[config.mk]
export PLATFORM = sky130hd
export DESIGN_NAME = bitbang_port
export DESIGN_NICKNAME = d
export VERILOG_FILES = /design/src/rtl/bitbang_pkg.sv /design/src/rtl/baud_if.sv /design/src/rtl/baud_tick_gen.sv /design/src/rtl/bitbang_port.sv
export VERILOG_INCLUDE_DIRS = /design/src /design/src/rtl
export SDC_FILE = /design/constraint.sdc
export NUM_CORES = 1
export LEC_CHECK = 0
export BUFFER_PORTS_ARGS = -buffer_cell sky130_fd_sc_hd__buf_2
export CAP_MARGIN = 15
export CORE_MARGIN = 2
export CORE_UTILIZATION = 50
export DETAILED_ROUTE_END_ITERATION = 6
export MAX_ROUTING_LAYER = met4
export PLACE_DENSITY = 0.74
export SLEW_MARGIN = 20
export SYNTH_ARGS = -nofsm -noshare
export SYNTH_HDL_FRONTEND = slang
export SYNTH_SLANG_ARGS = --single-unit
[constraint.sdc]
create_clock -name clk_sys_in -period 2.58 [get_ports clk_sys_in]
set_clock_uncertainty 0.15 [all_clocks]
set_input_delay 0.387 -clock clk_sys_in [delete_from_list [all_inputs] [get_ports clk_sys_in]]
set_output_delay 0.387 -clock clk_sys_in [all_outputs]
set_load 0.01 [all_outputs]
[src/rtl/bitbang_cfg.svh]
// Overview of operation
// [RL1] code 0x01 selects asynchronous bit-bang
// [RL2] strobes driven out in asynchronous mode
// [RL3] host bytes go onto output pins
// [RL4] each pin direction chosen individually
// [RL5] baud tick paces output pin updates
// [RL6] outputs hold last value without new byte
// [RL7] code 0x04 selects synchronous bit-bang
// [RL8] sync outputs change per byte, write strobe
// [RL9] sync sample returned only after byte write
// [RL10] sync stalls while return buffer full
// [RL11] pins sampled before new byte driven
// [RL12] host sends extra byte for last sample
// [RL13] read strobe high, low, setup, write pulse
// [RL14] read strobe rise marks sample handed over
// [RL15] setup mask sets directions until next setup
// [RL16] host writes bytes even when all inputs
// [RL17] code 0x02 selects serial engine mode
// [RL18] code 0x00 resets port mode
// [RL19] after reset pins inputs, strobes inactive
`ifndef BITBANG_CFG_SVH
`define BITBANG_CFG_SVH

`define BB_ADDR_W        8
`define BB_OFS_MODE      8'h00
`define BB_OFS_DATA      8'h04
`define BB_OFS_SAMPLE    8'h08
`define BB_OFS_STATUS    8'h0c
`define BB_OFS_BAUD      8'h10

`define BB_CODE_RESET    8'h00
`define BB_CODE_ASYNC    8'h01
`define BB_CODE_SERIAL   8'h02
`define BB_CODE_SYNC     8'h04

`define BB_MODE_CODE_LSB 0
`define BB_MODE_CODE_MSB 7
`define BB_MODE_MASK_LSB 8
`define BB_MODE_MASK_MSB 15

`define BB_ST_MODE_LSB   0
`define BB_ST_MODE_MSB   1
`define BB_ST_PEND_BIT   2
`define BB_ST_SVAL_BIT   3
`define BB_ST_MASK_LSB   8
`define BB_ST_MASK_MSB   15
`define BB_ST_PINS_LSB   16
`define BB_ST_PINS_MSB   23

`define BB_MASK_RST      8'h00
`define BB_OUT_RST       8'h00
`define BB_BAUD_RST      16'h0009
`define BB_SETUP_CYCLES  1

`endif

[src/rtl/bitbang_pkg.sv]
package bitbang_pkg;
   typedef enum logic [1:0] {
      MODE_RESET,
      MODE_ASYNC,
      MODE_SERIAL,
      MODE_SYNC
   } mode_e;

   typedef enum logic [2:0] {
      SS_IDLE,
      SS_READ,
      SS_DRIVE,
      SS_SETUP,
      SS_WRITE
   } sync_state_e;
endpackage

[src/rtl/baud_if.sv]
`timescale 1ns/1ps
interface baud_if #(parameter int DIV_W = 16);
   logic [DIV_W-1:0] divisor;
   logic             run;
   logic             tick;
   modport gen  (input divisor, input run, output tick);
   modport user (output divisor, output run, input tick);
endinterface

[src/rtl/baud_tick_gen.sv]
`timescale 1ns/1ps
module baud_tick_gen #(
   parameter int DIV_W = 16
) (
   input  wire logic clk_sys_in,
   input  wire logic rst_in,
   baud_if.gen       baud
);
   logic [DIV_W-1:0] count_q;
   logic             tick_q;

   // one-cycle tick every divisor+1 cycles while running
   always_ff @(posedge clk_sys_in) begin
      if (rst_in || !baud.run) begin
         count_q <= '0;
         tick_q  <= 1'b0;
      end else if (count_q >= baud.divisor) begin
         count_q <= '0;
         tick_q  <= 1'b1;
      end else begin
         count_q <= count_q + {{(DIV_W-1){1'b0}}, 1'b1};
         tick_q  <= 1'b0;
      end
   end

   assign baud.tick = tick_q;
endmodule

[src/rtl/bitbang_port.sv]
// Our own choices: the register offsets and register access over APB.
`timescale 1ns/1ps
`include "bitbang_cfg.svh"
module bitbang_port #(
   parameter int PORT_W = 8,
   parameter int DIV_W  = 16
) (
   input  wire logic              clk_sys_in,
   input  wire logic              rst_in,
   input  wire logic              psel_in,
   input  wire logic              penable_in,
   input  wire logic              pwrite_in,
   input  wire logic [7:0]        paddr_in,
   input  wire logic [31:0]       pwdata_in,
   output logic [31:0]            prdata_out,
   output logic                   pready_out,
   output logic                   pslverr_out,
   input  wire logic [PORT_W-1:0] port_in,
   output logic [PORT_W-1:0]      port_out,
   output logic [PORT_W-1:0]      port_oe_n_out,
   output logic                   read_strobe_n_out,
   output logic                   write_strobe_n_out
);
   ////////////////////////////////////////////////////////////////////////////
   bitbang_pkg::mode_e       mode_q;
   bitbang_pkg::sync_state_e state_q;
   logic [PORT_W-1:0]        mask_q;
   logic [PORT_W-1:0]        out_q;
   logic [PORT_W-1:0]        data_q;
   logic                     pending_q;
   logic [PORT_W-1:0]        sample_q;
   logic                     sample_valid_q;
   logic [DIV_W-1:0]         divisor_q;
   logic                     rd_n_q;
   logic                     wr_n_q;
   logic [PORT_W-1:0]        pin_ff1_q;
   logic [PORT_W-1:0]        pin_ff2_q;
   logic [PORT_W-1:0]        pin_ff3_q;
   logic [PORT_W-1:0]        pins_q;
   logic [31:0]              prdata_q;
   logic                     rd_done_q;
   logic                     access;
   logic                     wr_ok;
   logic                     rd_ok;
   logic                     mapped;
   logic                     mode_wr;
   logic                     data_wr;
   logic                     sample_rd;
   logic                     code_ok;
   bitbang_pkg::mode_e       code_mode;
   logic                     async_load;

   baud_if #(.DIV_W(DIV_W)) baud ();

   baud_tick_gen #(.DIV_W(DIV_W)) u_baud (
      .clk_sys_in (clk_sys_in),
      .rst_in     (rst_in),
      .baud       (baud.gen)
   );

   assign baud.divisor = divisor_q;
   assign baud.run     = (mode_q == bitbang_pkg::MODE_ASYNC);

   function automatic logic code_valid(input logic [7:0] code);
      return (code == `BB_CODE_RESET) || (code == `BB_CODE_ASYNC) ||
             (code == `BB_CODE_SERIAL) || (code == `BB_CODE_SYNC);
   endfunction

   function automatic bitbang_pkg::mode_e code_to_mode(input logic [7:0] code);
      bitbang_pkg::mode_e m;
      m = bitbang_pkg::MODE_RESET;
      if (code == `BB_CODE_ASYNC) begin
         m = bitbang_pkg::MODE_ASYNC;
      end else if (code == `BB_CODE_SERIAL) begin
         m = bitbang_pkg::MODE_SERIAL;
      end else if (code == `BB_CODE_SYNC) begin
         m = bitbang_pkg::MODE_SYNC;
      end
      return m;
   endfunction

   ////////////////////////////////////////////////////////////////////////////
   // apb decode; data writes wait while the previous byte is still pending
   assign access    = psel_in && penable_in;
   assign mapped    = (paddr_in == `BB_OFS_MODE) || (paddr_in == `BB_OFS_DATA) ||
                      (paddr_in == `BB_OFS_SAMPLE) || (paddr_in == `BB_OFS_STATUS) ||
                      (paddr_in == `BB_OFS_BAUD);
   assign wr_ok     = !(paddr_in == `BB_OFS_DATA && pending_q);
   assign rd_ok     = rd_done_q;
   assign pready_out = pwrite_in ? wr_ok : rd_ok;
   assign pslverr_out = access && pready_out && !mapped;
   assign mode_wr   = access && pwrite_in && paddr_in == `BB_OFS_MODE;
   assign data_wr   = access && pwrite_in && wr_ok && paddr_in == `BB_OFS_DATA;
   assign sample_rd = access && !pwrite_in && rd_done_q && paddr_in == `BB_OFS_SAMPLE;
   assign code_ok   = code_valid(pwdata_in[`BB_MODE_CODE_MSB:`BB_MODE_CODE_LSB]);
   assign code_mode = code_to_mode(pwdata_in[`BB_MODE_CODE_MSB:`BB_MODE_CODE_LSB]);
   assign prdata_out = prdata_q;

   // reads answer on the second access cycle from a registered word
   always_ff @(posedge clk_sys_in) begin
      if (rst_in) begin
         rd_done_q <= 1'b0;
         prdata_q  <= 32'h0000_0000;
      end else begin
         rd_done_q <= access && !pwrite_in && !rd_done_q;
         if (access && !pwrite_in && !rd_done_q) begin
            prdata_q <= 32'h0000_0000;
            unique case (paddr_in)
               `BB_OFS_MODE: begin
                  prdata_q[`BB_MODE_MASK_MSB:`BB_MODE_MASK_LSB] <= mask_q;
               end
               `BB_OFS_DATA: begin
                  prdata_q[PORT_W-1:0] <= out_q;
               end
               `BB_OFS_SAMPLE: begin
                  prdata_q[PORT_W-1:0] <= sample_q;
               end
               `BB_OFS_STATUS: begin
                  prdata_q[`BB_ST_MODE_MSB:`BB_ST_MODE_LSB] <= mode_q;
                  prdata_q[`BB_ST_PEND_BIT] <= pending_q;
                  prdata_q[`BB_ST_SVAL_BIT] <= sample_valid_q;
                  prdata_q[`BB_ST_MASK_MSB:`BB_ST_MASK_LSB] <= mask_q;
                  prdata_q[`BB_ST_PINS_MSB:`BB_ST_PINS_LSB] <= pins_q;
               end
               `BB_OFS_BAUD: begin
                  prdata_q[DIV_W-1:0] <= divisor_q;
               end
               default: begin
                  prdata_q <= 32'h0000_0000;
               end
            endcase
         end
      end
   end

   ////////////////////////////////////////////////////////////////////////////
   // mode and direction set by the same setup word; bad codes are ignored
   always_ff @(posedge clk_sys_in) begin
      if (rst_in) begin
         mode_q <= bitbang_pkg::MODE_RESET;
         mask_q <= `BB_MASK_RST;
      end else if (mode_wr && code_ok) begin
         mode_q <= code_mode; // RL1 RL7 RL17 RL18
         mask_q <= pwdata_in[`BB_MODE_MASK_MSB:`BB_MODE_MASK_LSB]; // RL15
      end
   end

   always_ff @(posedge clk_sys_in) begin
      if (rst_in) begin
         divisor_q <= DIV_W'(`BB_BAUD_RST);
      end else if (access && pwrite_in && paddr_in == `BB_OFS_BAUD) begin
         divisor_q <= pwdata_in[DIV_W-1:0];
      end
   end

   ////////////////////////////////////////////////////////////////////////////
   // pin synchroniser: accept once second and third stage agree
   always_ff @(posedge clk_sys_in) begin
      if (rst_in) begin
         pin_ff1_q <= '0;
         pin_ff2_q <= '0;
         pin_ff3_q <= '0;
         pins_q    <= '0;
      end else begin
         pin_ff1_q <= port_in;
         pin_ff2_q <= pin_ff1_q;
         pin_ff3_q <= pin_ff2_q;
         if (pin_ff2_q == pin_ff3_q) begin
            pins_q <= pin_ff3_q;
         end
      end
   end

   ////////////////////////////////////////////////////////////////////////////
   // byte from the host, one deep
   assign async_load = (mode_q == bitbang_pkg::MODE_ASYNC) && baud.tick && pending_q;

   always_ff @(posedge clk_sys_in) begin
      if (rst_in) begin
         pending_q <= 1'b0;
         data_q    <= '0;
      end else if (mode_wr && code_ok) begin
         pending_q <= 1'b0;
      end else if (data_wr) begin
         pending_q <= 1'b1;
         data_q    <= pwdata_in[PORT_W-1:0];
      end else if (async_load || state_q == bitbang_pkg::SS_DRIVE) begin
         pending_q <= 1'b0;
      end
   end

   // sample towards the host; a new sample wins over a clearing read
   always_ff @(posedge clk_sys_in) begin
      if (rst_in) begin
         sample_valid_q <= 1'b0;
         sample_q       <= '0;
      end else if (state_q == bitbang_pkg::SS_READ) begin
         sample_valid_q <= 1'b1; // RL9 RL14
         sample_q       <= pins_q; // RL11
      end else if (sample_rd || (mode_wr && code_ok)) begin
         sample_valid_q <= 1'b0;
      end
   end

   ////////////////////////////////////////////////////////////////////////////
   // synchronous transfer sequence
   always_ff @(posedge clk_sys_in) begin
      if (rst_in || (mode_wr && code_ok) || mode_q != bitbang_pkg::MODE_SYNC) begin
         state_q <= bitbang_pkg::SS_IDLE;
      end else begin
         unique case (state_q)
            bitbang_pkg::SS_IDLE: begin
               if (pending_q && !sample_valid_q) begin
                  state_q <= bitbang_pkg::SS_READ; // RL10
               end
            end
            bitbang_pkg::SS_READ: begin
               state_q <= bitbang_pkg::SS_DRIVE;
            end
            bitbang_pkg::SS_DRIVE: begin
               state_q <= bitbang_pkg::SS_SETUP;
            end
            bitbang_pkg::SS_SETUP: begin
               state_q <= bitbang_pkg::SS_WRITE; // RL13
            end
            bitbang_pkg::SS_WRITE: begin
               state_q <= bitbang_pkg::SS_IDLE;
            end
            default: begin
               state_q <= bitbang_pkg::SS_IDLE;
            end
         endcase
      end
   end

   // output latch: async on a tick, sync in the drive step
   always_ff @(posedge clk_sys_in) begin
      if (rst_in) begin
         out_q <= `BB_OUT_RST;
      end else if (async_load) begin
         out_q <= data_q; // RL3 RL5
      end else if (state_q == bitbang_pkg::SS_DRIVE) begin
         out_q <= data_q; // RL8
      end
   end

   // strobes, active low
   always_ff @(posedge clk_sys_in) begin
      if (rst_in) begin
         rd_n_q <= 1'b1;
         wr_n_q <= 1'b1;
      end else begin
         unique case (mode_q)
            bitbang_pkg::MODE_ASYNC: begin
               rd_n_q <= !baud.tick; // RL2
               wr_n_q <= !async_load; // RL2
            end
            bitbang_pkg::MODE_SYNC: begin
               rd_n_q <= (state_q == bitbang_pkg::SS_IDLE) && pending_q &&
                         !sample_valid_q ? 1'b1 : 1'b0; // RL13 RL14
               wr_n_q <= (state_q != bitbang_pkg::SS_SETUP); // RL13
            end
            default: begin
               rd_n_q <= 1'b1; // RL19
               wr_n_q <= 1'b1;
            end
         endcase
      end
   end

   assign read_strobe_n_out  = rd_n_q;
   assign write_strobe_n_out = wr_n_q;
   assign port_out           = out_q; // RL6
   assign port_oe_n_out      = (mode_q == bitbang_pkg::MODE_ASYNC ||
                                mode_q == bitbang_pkg::MODE_SYNC) ? ~mask_q : '1; // RL4 RL19

   ////////////////////////////////////////////////////////////////////////////
   async_enter_a: assert property ( // RL1
      @(posedge clk_sys_in) disable iff (rst_in)
      mode_wr && pwdata_in[`BB_MODE_CODE_MSB:`BB_MODE_CODE_LSB] == `BB_CODE_ASYNC
      |=> mode_q == bitbang_pkg::MODE_ASYNC)
      else $error("async code did not select async mode");

   sync_enter_a: assert property ( // RL7
      @(posedge clk_sys_in) disable iff (rst_in)
      mode_wr && pwdata_in[`BB_MODE_CODE_MSB:`BB_MODE_CODE_LSB] == `BB_CODE_SYNC
      |=> mode_q == bitbang_pkg::MODE_SYNC)
      else $error("sync code did not select sync mode");

   serial_enter_a: assert property ( // RL17
      @(posedge clk_sys_in) disable iff (rst_in)
      mode_wr && pwdata_in[`BB_MODE_CODE_MSB:`BB_MODE_CODE_LSB] == `BB_CODE_SERIAL
      |=> mode_q == bitbang_pkg::MODE_SERIAL)
      else $error("serial code did not select serial engine mode");

   mode_reset_a: assert property ( // RL18
      @(posedge clk_sys_in) disable iff (rst_in)
      mode_wr && pwdata_in[`BB_MODE_CODE_MSB:`BB_MODE_CODE_LSB] == `BB_CODE_RESET
      |=> mode_q == bitbang_pkg::MODE_RESET &&
      port_oe_n_out == '1)
      else $error("reset code did not leave bit-bang mode");

   async_drive_a: assert property ( // RL3
      @(posedge clk_sys_in) disable iff (rst_in)
      async_load && !mode_wr |=> port_out == $past(data_q) && !write_strobe_n_out)
      else $error("async byte not driven with write strobe");

   output_hold_a: assert property ( // RL5
      @(posedge clk_sys_in) disable iff (rst_in)
      !async_load && state_q != bitbang_pkg::SS_DRIVE |=> $stable(port_out))
      else $error("output pins changed without a pacing event");

   dir_mask_a: assert property ( // RL4
      @(posedge clk_sys_in) disable iff (rst_in)
      mode_q == bitbang_pkg::MODE_SYNC |-> port_oe_n_out == ~mask_q)
      else $error("pin directions do not follow mask");

   sync_sequence_a: assert property ( // RL13
      @(posedge clk_sys_in) disable iff (rst_in)
      state_q == bitbang_pkg::SS_READ && mode_q == bitbang_pkg::MODE_SYNC && !mode_wr
      |-> read_strobe_n_out ##1 !read_strobe_n_out
      ##1 write_strobe_n_out && port_out == $past(data_q)
      ##1 !write_strobe_n_out ##1 write_strobe_n_out)
      else $error("sync strobe sequence wrong");

   read_rise_a: assert property ( // RL14
      @(posedge clk_sys_in) disable iff (rst_in)
      $rose(read_strobe_n_out) && mode_q == bitbang_pkg::MODE_SYNC &&
      $past(mode_q) == bitbang_pkg::MODE_SYNC
      |=> sample_valid_q)
      else $error("read strobe rise without sample");

   sample_first_a: assert property ( // RL11
      @(posedge clk_sys_in) disable iff (rst_in)
      state_q == bitbang_pkg::SS_READ |=> sample_q == $past(pins_q) &&
      $stable(port_out))
      else $error("sample not taken before drive");

   stall_full_a: assert property ( // RL10
      @(posedge clk_sys_in) disable iff (rst_in)
      state_q == bitbang_pkg::SS_IDLE && sample_valid_q |=> state_q == bitbang_pkg::SS_IDLE)
      else $error("sync transfer ran with return buffer full");

   sample_cause_a: assert property ( // RL9
      @(posedge clk_sys_in) disable iff (rst_in)
      $rose(sample_valid_q) |-> $past(state_q) == bitbang_pkg::SS_READ)
      else $error("sample appeared without a byte");

   idle_safe_a: assert property ( // RL19
      @(posedge clk_sys_in) disable iff (rst_in)
      mode_q == bitbang_pkg::MODE_RESET |=> port_oe_n_out == '1 ||
      mode_q != bitbang_pkg::MODE_RESET)
      else $error("pins driven while no bit-bang mode");
endmodule

==> out/qor.txt <==
Setup crit end: sample_valid_q
Nets: 769
Seq pwr share: 0.432
Residual DRC: 0
power per cell area: 691 mW/mm²
Starting DRT DRC Count: 346
Yosys top cell area share: 0.477
CP dominant cell by count: or4_4
Longest Clk Path Bufs: 2
Vias: 4635
sw frac: 0.219
Num Clock Sinks: 131
Total GRT Usage: 0.245
Synth Register Bits: 131
switching power: 1.04 mW
IO buf count: 80
antenna violations before repair: 0
Antenna Cells: 0
final setup fails: 0
actual slew at the worst max-slew pin: 0.746 ns
Area contributors post-synth: dfxtp_1 (48%), mux2i_1 (8.4%), nor2_1 (5.5%)
combinational power share: 0.041
P_int: 3.71 mW
sequential fraction of the synthesis area: 0.477
Worst slew margin: 0.500
proportion of layout cells with a drive suffix above 1: 0.192
HP Class: in -> reg
Crit-path slowest cell: or4_4
count leader, synth: dfxtp_1
vias in the first global route: 4417
Post-synth EDFFs: 0
gr ovfl total: 0
Worst R2R Setup Slack: 0.45 ns
synth warn: 0
row count: 38
Root Buffer: clkbuf_8
Placed Area: 0.00605 mm²
Total Wirelength: 13300 µm
WL per Instance: 15.6 µm
clock share of power: 0.527
hpwl dp: 9050 µm
worst stage delay on the critical path: 0.67 ns
initial core utilization: 0.509
Vias/cell: 5.44
post-CTS setup buffer count: 0
RSZ-0062 raised after global routing: false
final instance area: 0.00687 mm²
Leak: 2.77 nW
core box area: 0.0108 mm²
setup TNS: 0 ns
CP Depth: 6
mapped cell area: 0.00549 mm²
period utilization: 0.866
Worst Setup SP: paddr_in[7]
first-pass GRT wire length: 21500 µm
Clock Latency Late Sink: 0.53 ns
Critical Path RT: 2.84 ns
worst r2r dst: u_baud.count_q[13]
Pre-Repair DR Iteration Count: 5
pin count of the biggest net entering global routing: 78
worst-path fanout max: 12
chip height: 109 µm
TritonCTS buffer count: 17
GPL Wtd Cong: 0.948
CP startpoint kind: primary input
max_cap viols: 0
die width: 109 µm
Final Hold Fails: 0
nature of the critical path endpoint: flop
Crit Path Category: in -> reg
antenna viol nets, final: 0
Layout area overhead: 25.0%
Avg Cell Area, Syn: 9.22 µm²
fin. max-slew vios: 0
Worst-path clk slew: 0.06 ns
Die ar.: 0.0118 mm²
worst r2r path cells: 8
CTS tree: done
Worst path top cell family by delay: simple AND/OR/NAND/NOR gates
Max Fclk: 448 MHz
Tmin final: 2.23 ns
Reg-to-Reg Start: baud.divisor[14]
cells after synthesis: 596
Critical Path AT: 2.50 ns
VDD IR-drop max: 0.426 mV
Post-synth top cells: dfxtp_1 (131), nor2_1 (80), mux2i_1 (46), nand2_1 (46), nor2b_1 (28)
main flop type after synthesis: dfxtp_1
status: finished, final reports clean
worst-path cell chain: buf_2 -> or4_4 -> or4_1 -> or4_4 -> a31oi_1 -> nor2_1
Cell variety after synth: 46
boundary pin count: 105
Synth area leader: dfxtp_1
WP buf/inv: 1
H-tree Lvls: 4
Synth async-reset ratio: 0
## per-layer routing
| metal | global-route usage | vias to the layer above | share of wire |
|---|---|---|---|
| li1 | - | 2247 | - |
| met1 | 0.293 | 2165 | 0.43 |
| met2 | 0.381 | 190 | 0.48 |
| met3 | 0.0634 | 33 | 0.060 |
| met4 | 0.125 | 0 | 0.033 |
| met5 | - | - | 0 |
## logic make-up (layout without fill, tap and decap cells)
group                      Yosys count  count (layout)  share of synthesized area
adders and majority gates           18              18                     0.0405
and+or+nand+nor                    227             227                      0.200
xor gates and xnor gates            24              24                     0.0383
other                                1               8                   0.000683
buffers and inverters               61             170                     0.0492
muxes                               50              50                     0.0920
AOI/OAI and AO/OA                   84              84                      0.102
DFF                                131             131                      0.477
## flip-flops by register name, indices dropped and copies added, names as in the netlist, 8 cells and up
signal	cells
pin_ff1_q	8
prdata_out	24
sample_q	8
u_baud.count_q	16
pin_ff3_q	8
baud.divisor	16
pin_ff2_q	8
pins_q	8
mask_q	8
port_out	8
data_q	8
## worst min-delay path by stage
stage / cells after the start / from / endpoint / slack [ns]
global placement: 1 / pin_ff1_q[0] / pin_ff2_q[0] / 0.27
floorplan: 1 / pin_ff1_q[0] / pin_ff2_q[0] / 0.26
CTS: 3 / pwdata_in[15] / baud.divisor[15] / 0.00007
global route: 3 / pwdata_in[6] / baud.divisor[6] / 0.01
finish: 3 / pwdata_in[6] / data_q[6] / 0.01
detailed placement: 1 / pin_ff1_q[3] / pin_ff2_q[3] / 0.28
## layout make-up
cell class | count | area, µm²
flip-flops and latches | 131 | 2620
well taps | 140 | 175
clock inverters | 14 | 205
clock buffers | 18 | 418
inverters | 24 | 90.1
fillers | 855 | 3920
repair buffers | 114 | 716
multi-input cells | 411 | 2640
## worst register-to-register path, stage by stage (launching register included)
cell and delay [ns]:
dfxtp_1 0.35, inv_1 0.05, ha_1 0.31, a21oi_1 0.17, nand2_1 0.08, a221oi_1 0.38, nand3_1 0.11, buf_4 0.21
nor3_1 0.22
## placed cells by master (no fill, tap or decap), types with 3 or more instances in the layout
| cell type | instances |
|---|---|
| conb_1 | 8 |
| inv_1 | 24 |
| a21oi_1 | 21 |
| nand4_1 | 9 |
| nor2b_1 | 28 |
| nor2_1 | 80 |
| nand2_1 | 46 |
| a31oi_1 | 4 |
| buf_4 | 14 |
| xor2_1 | 12 |
| and3_1 | 3 |
| bufinv_16 | 4 |
| a22oi_1 | 24 |
| xnor2_1 | 12 |
| nor3_1 | 23 |
| dlygate4sd3_1 | 19 |
| mux2_2 | 4 |
| buf_2 | 80 |
| mux2i_1 | 46 |
| a22o_1 | 12 |
| o21ai_0 | 14 |
| clkinv_4 | 6 |
| nand3_1 | 11 |
| nor4_1 | 3 |
| clkbuf_16 | 16 |
| and4_1 | 5 |
| ha_1 | 17 |
| dfxtp_1 | 131 |
## timing repair
| item | in CTS | in global routing |
|---|---|---|
| hold endpoints to repair | 29 | 0 |
| hold buffers | 19 | 0 |
| resized for setup | 0 | 0 |
## metrics by stage
stage	total power, mW	utilization	worst slack [ns]	cells	hold slack (ns)
floorplan	2.20	-	0.00223	603	0.264
global placement	2.26	0.561	-0.167	801	0.267
detailed placement	2.26	0.561	-0.186	801	0.277
CTS	4.77	0.636	0.372	852	0.0000663
global route	4.90	0.636	0.300	852	0.0144
finish	4.75	0.636	0.347	852	0.0132
## power by group through the flow
stage,combinational (mW),clock [mW],sequential [mW]
3_3_place_gp,0.163,0,2.09
3_5_place_dp,0.167,0,2.09
4_1_cts,0.190,2.53,2.05
6_report,0.193,2.50,2.05
2_1_floorplan,0.105,0,2.09
5_1_grt,0.212,2.63,2.05
Power figures use the tool's default switching activity.
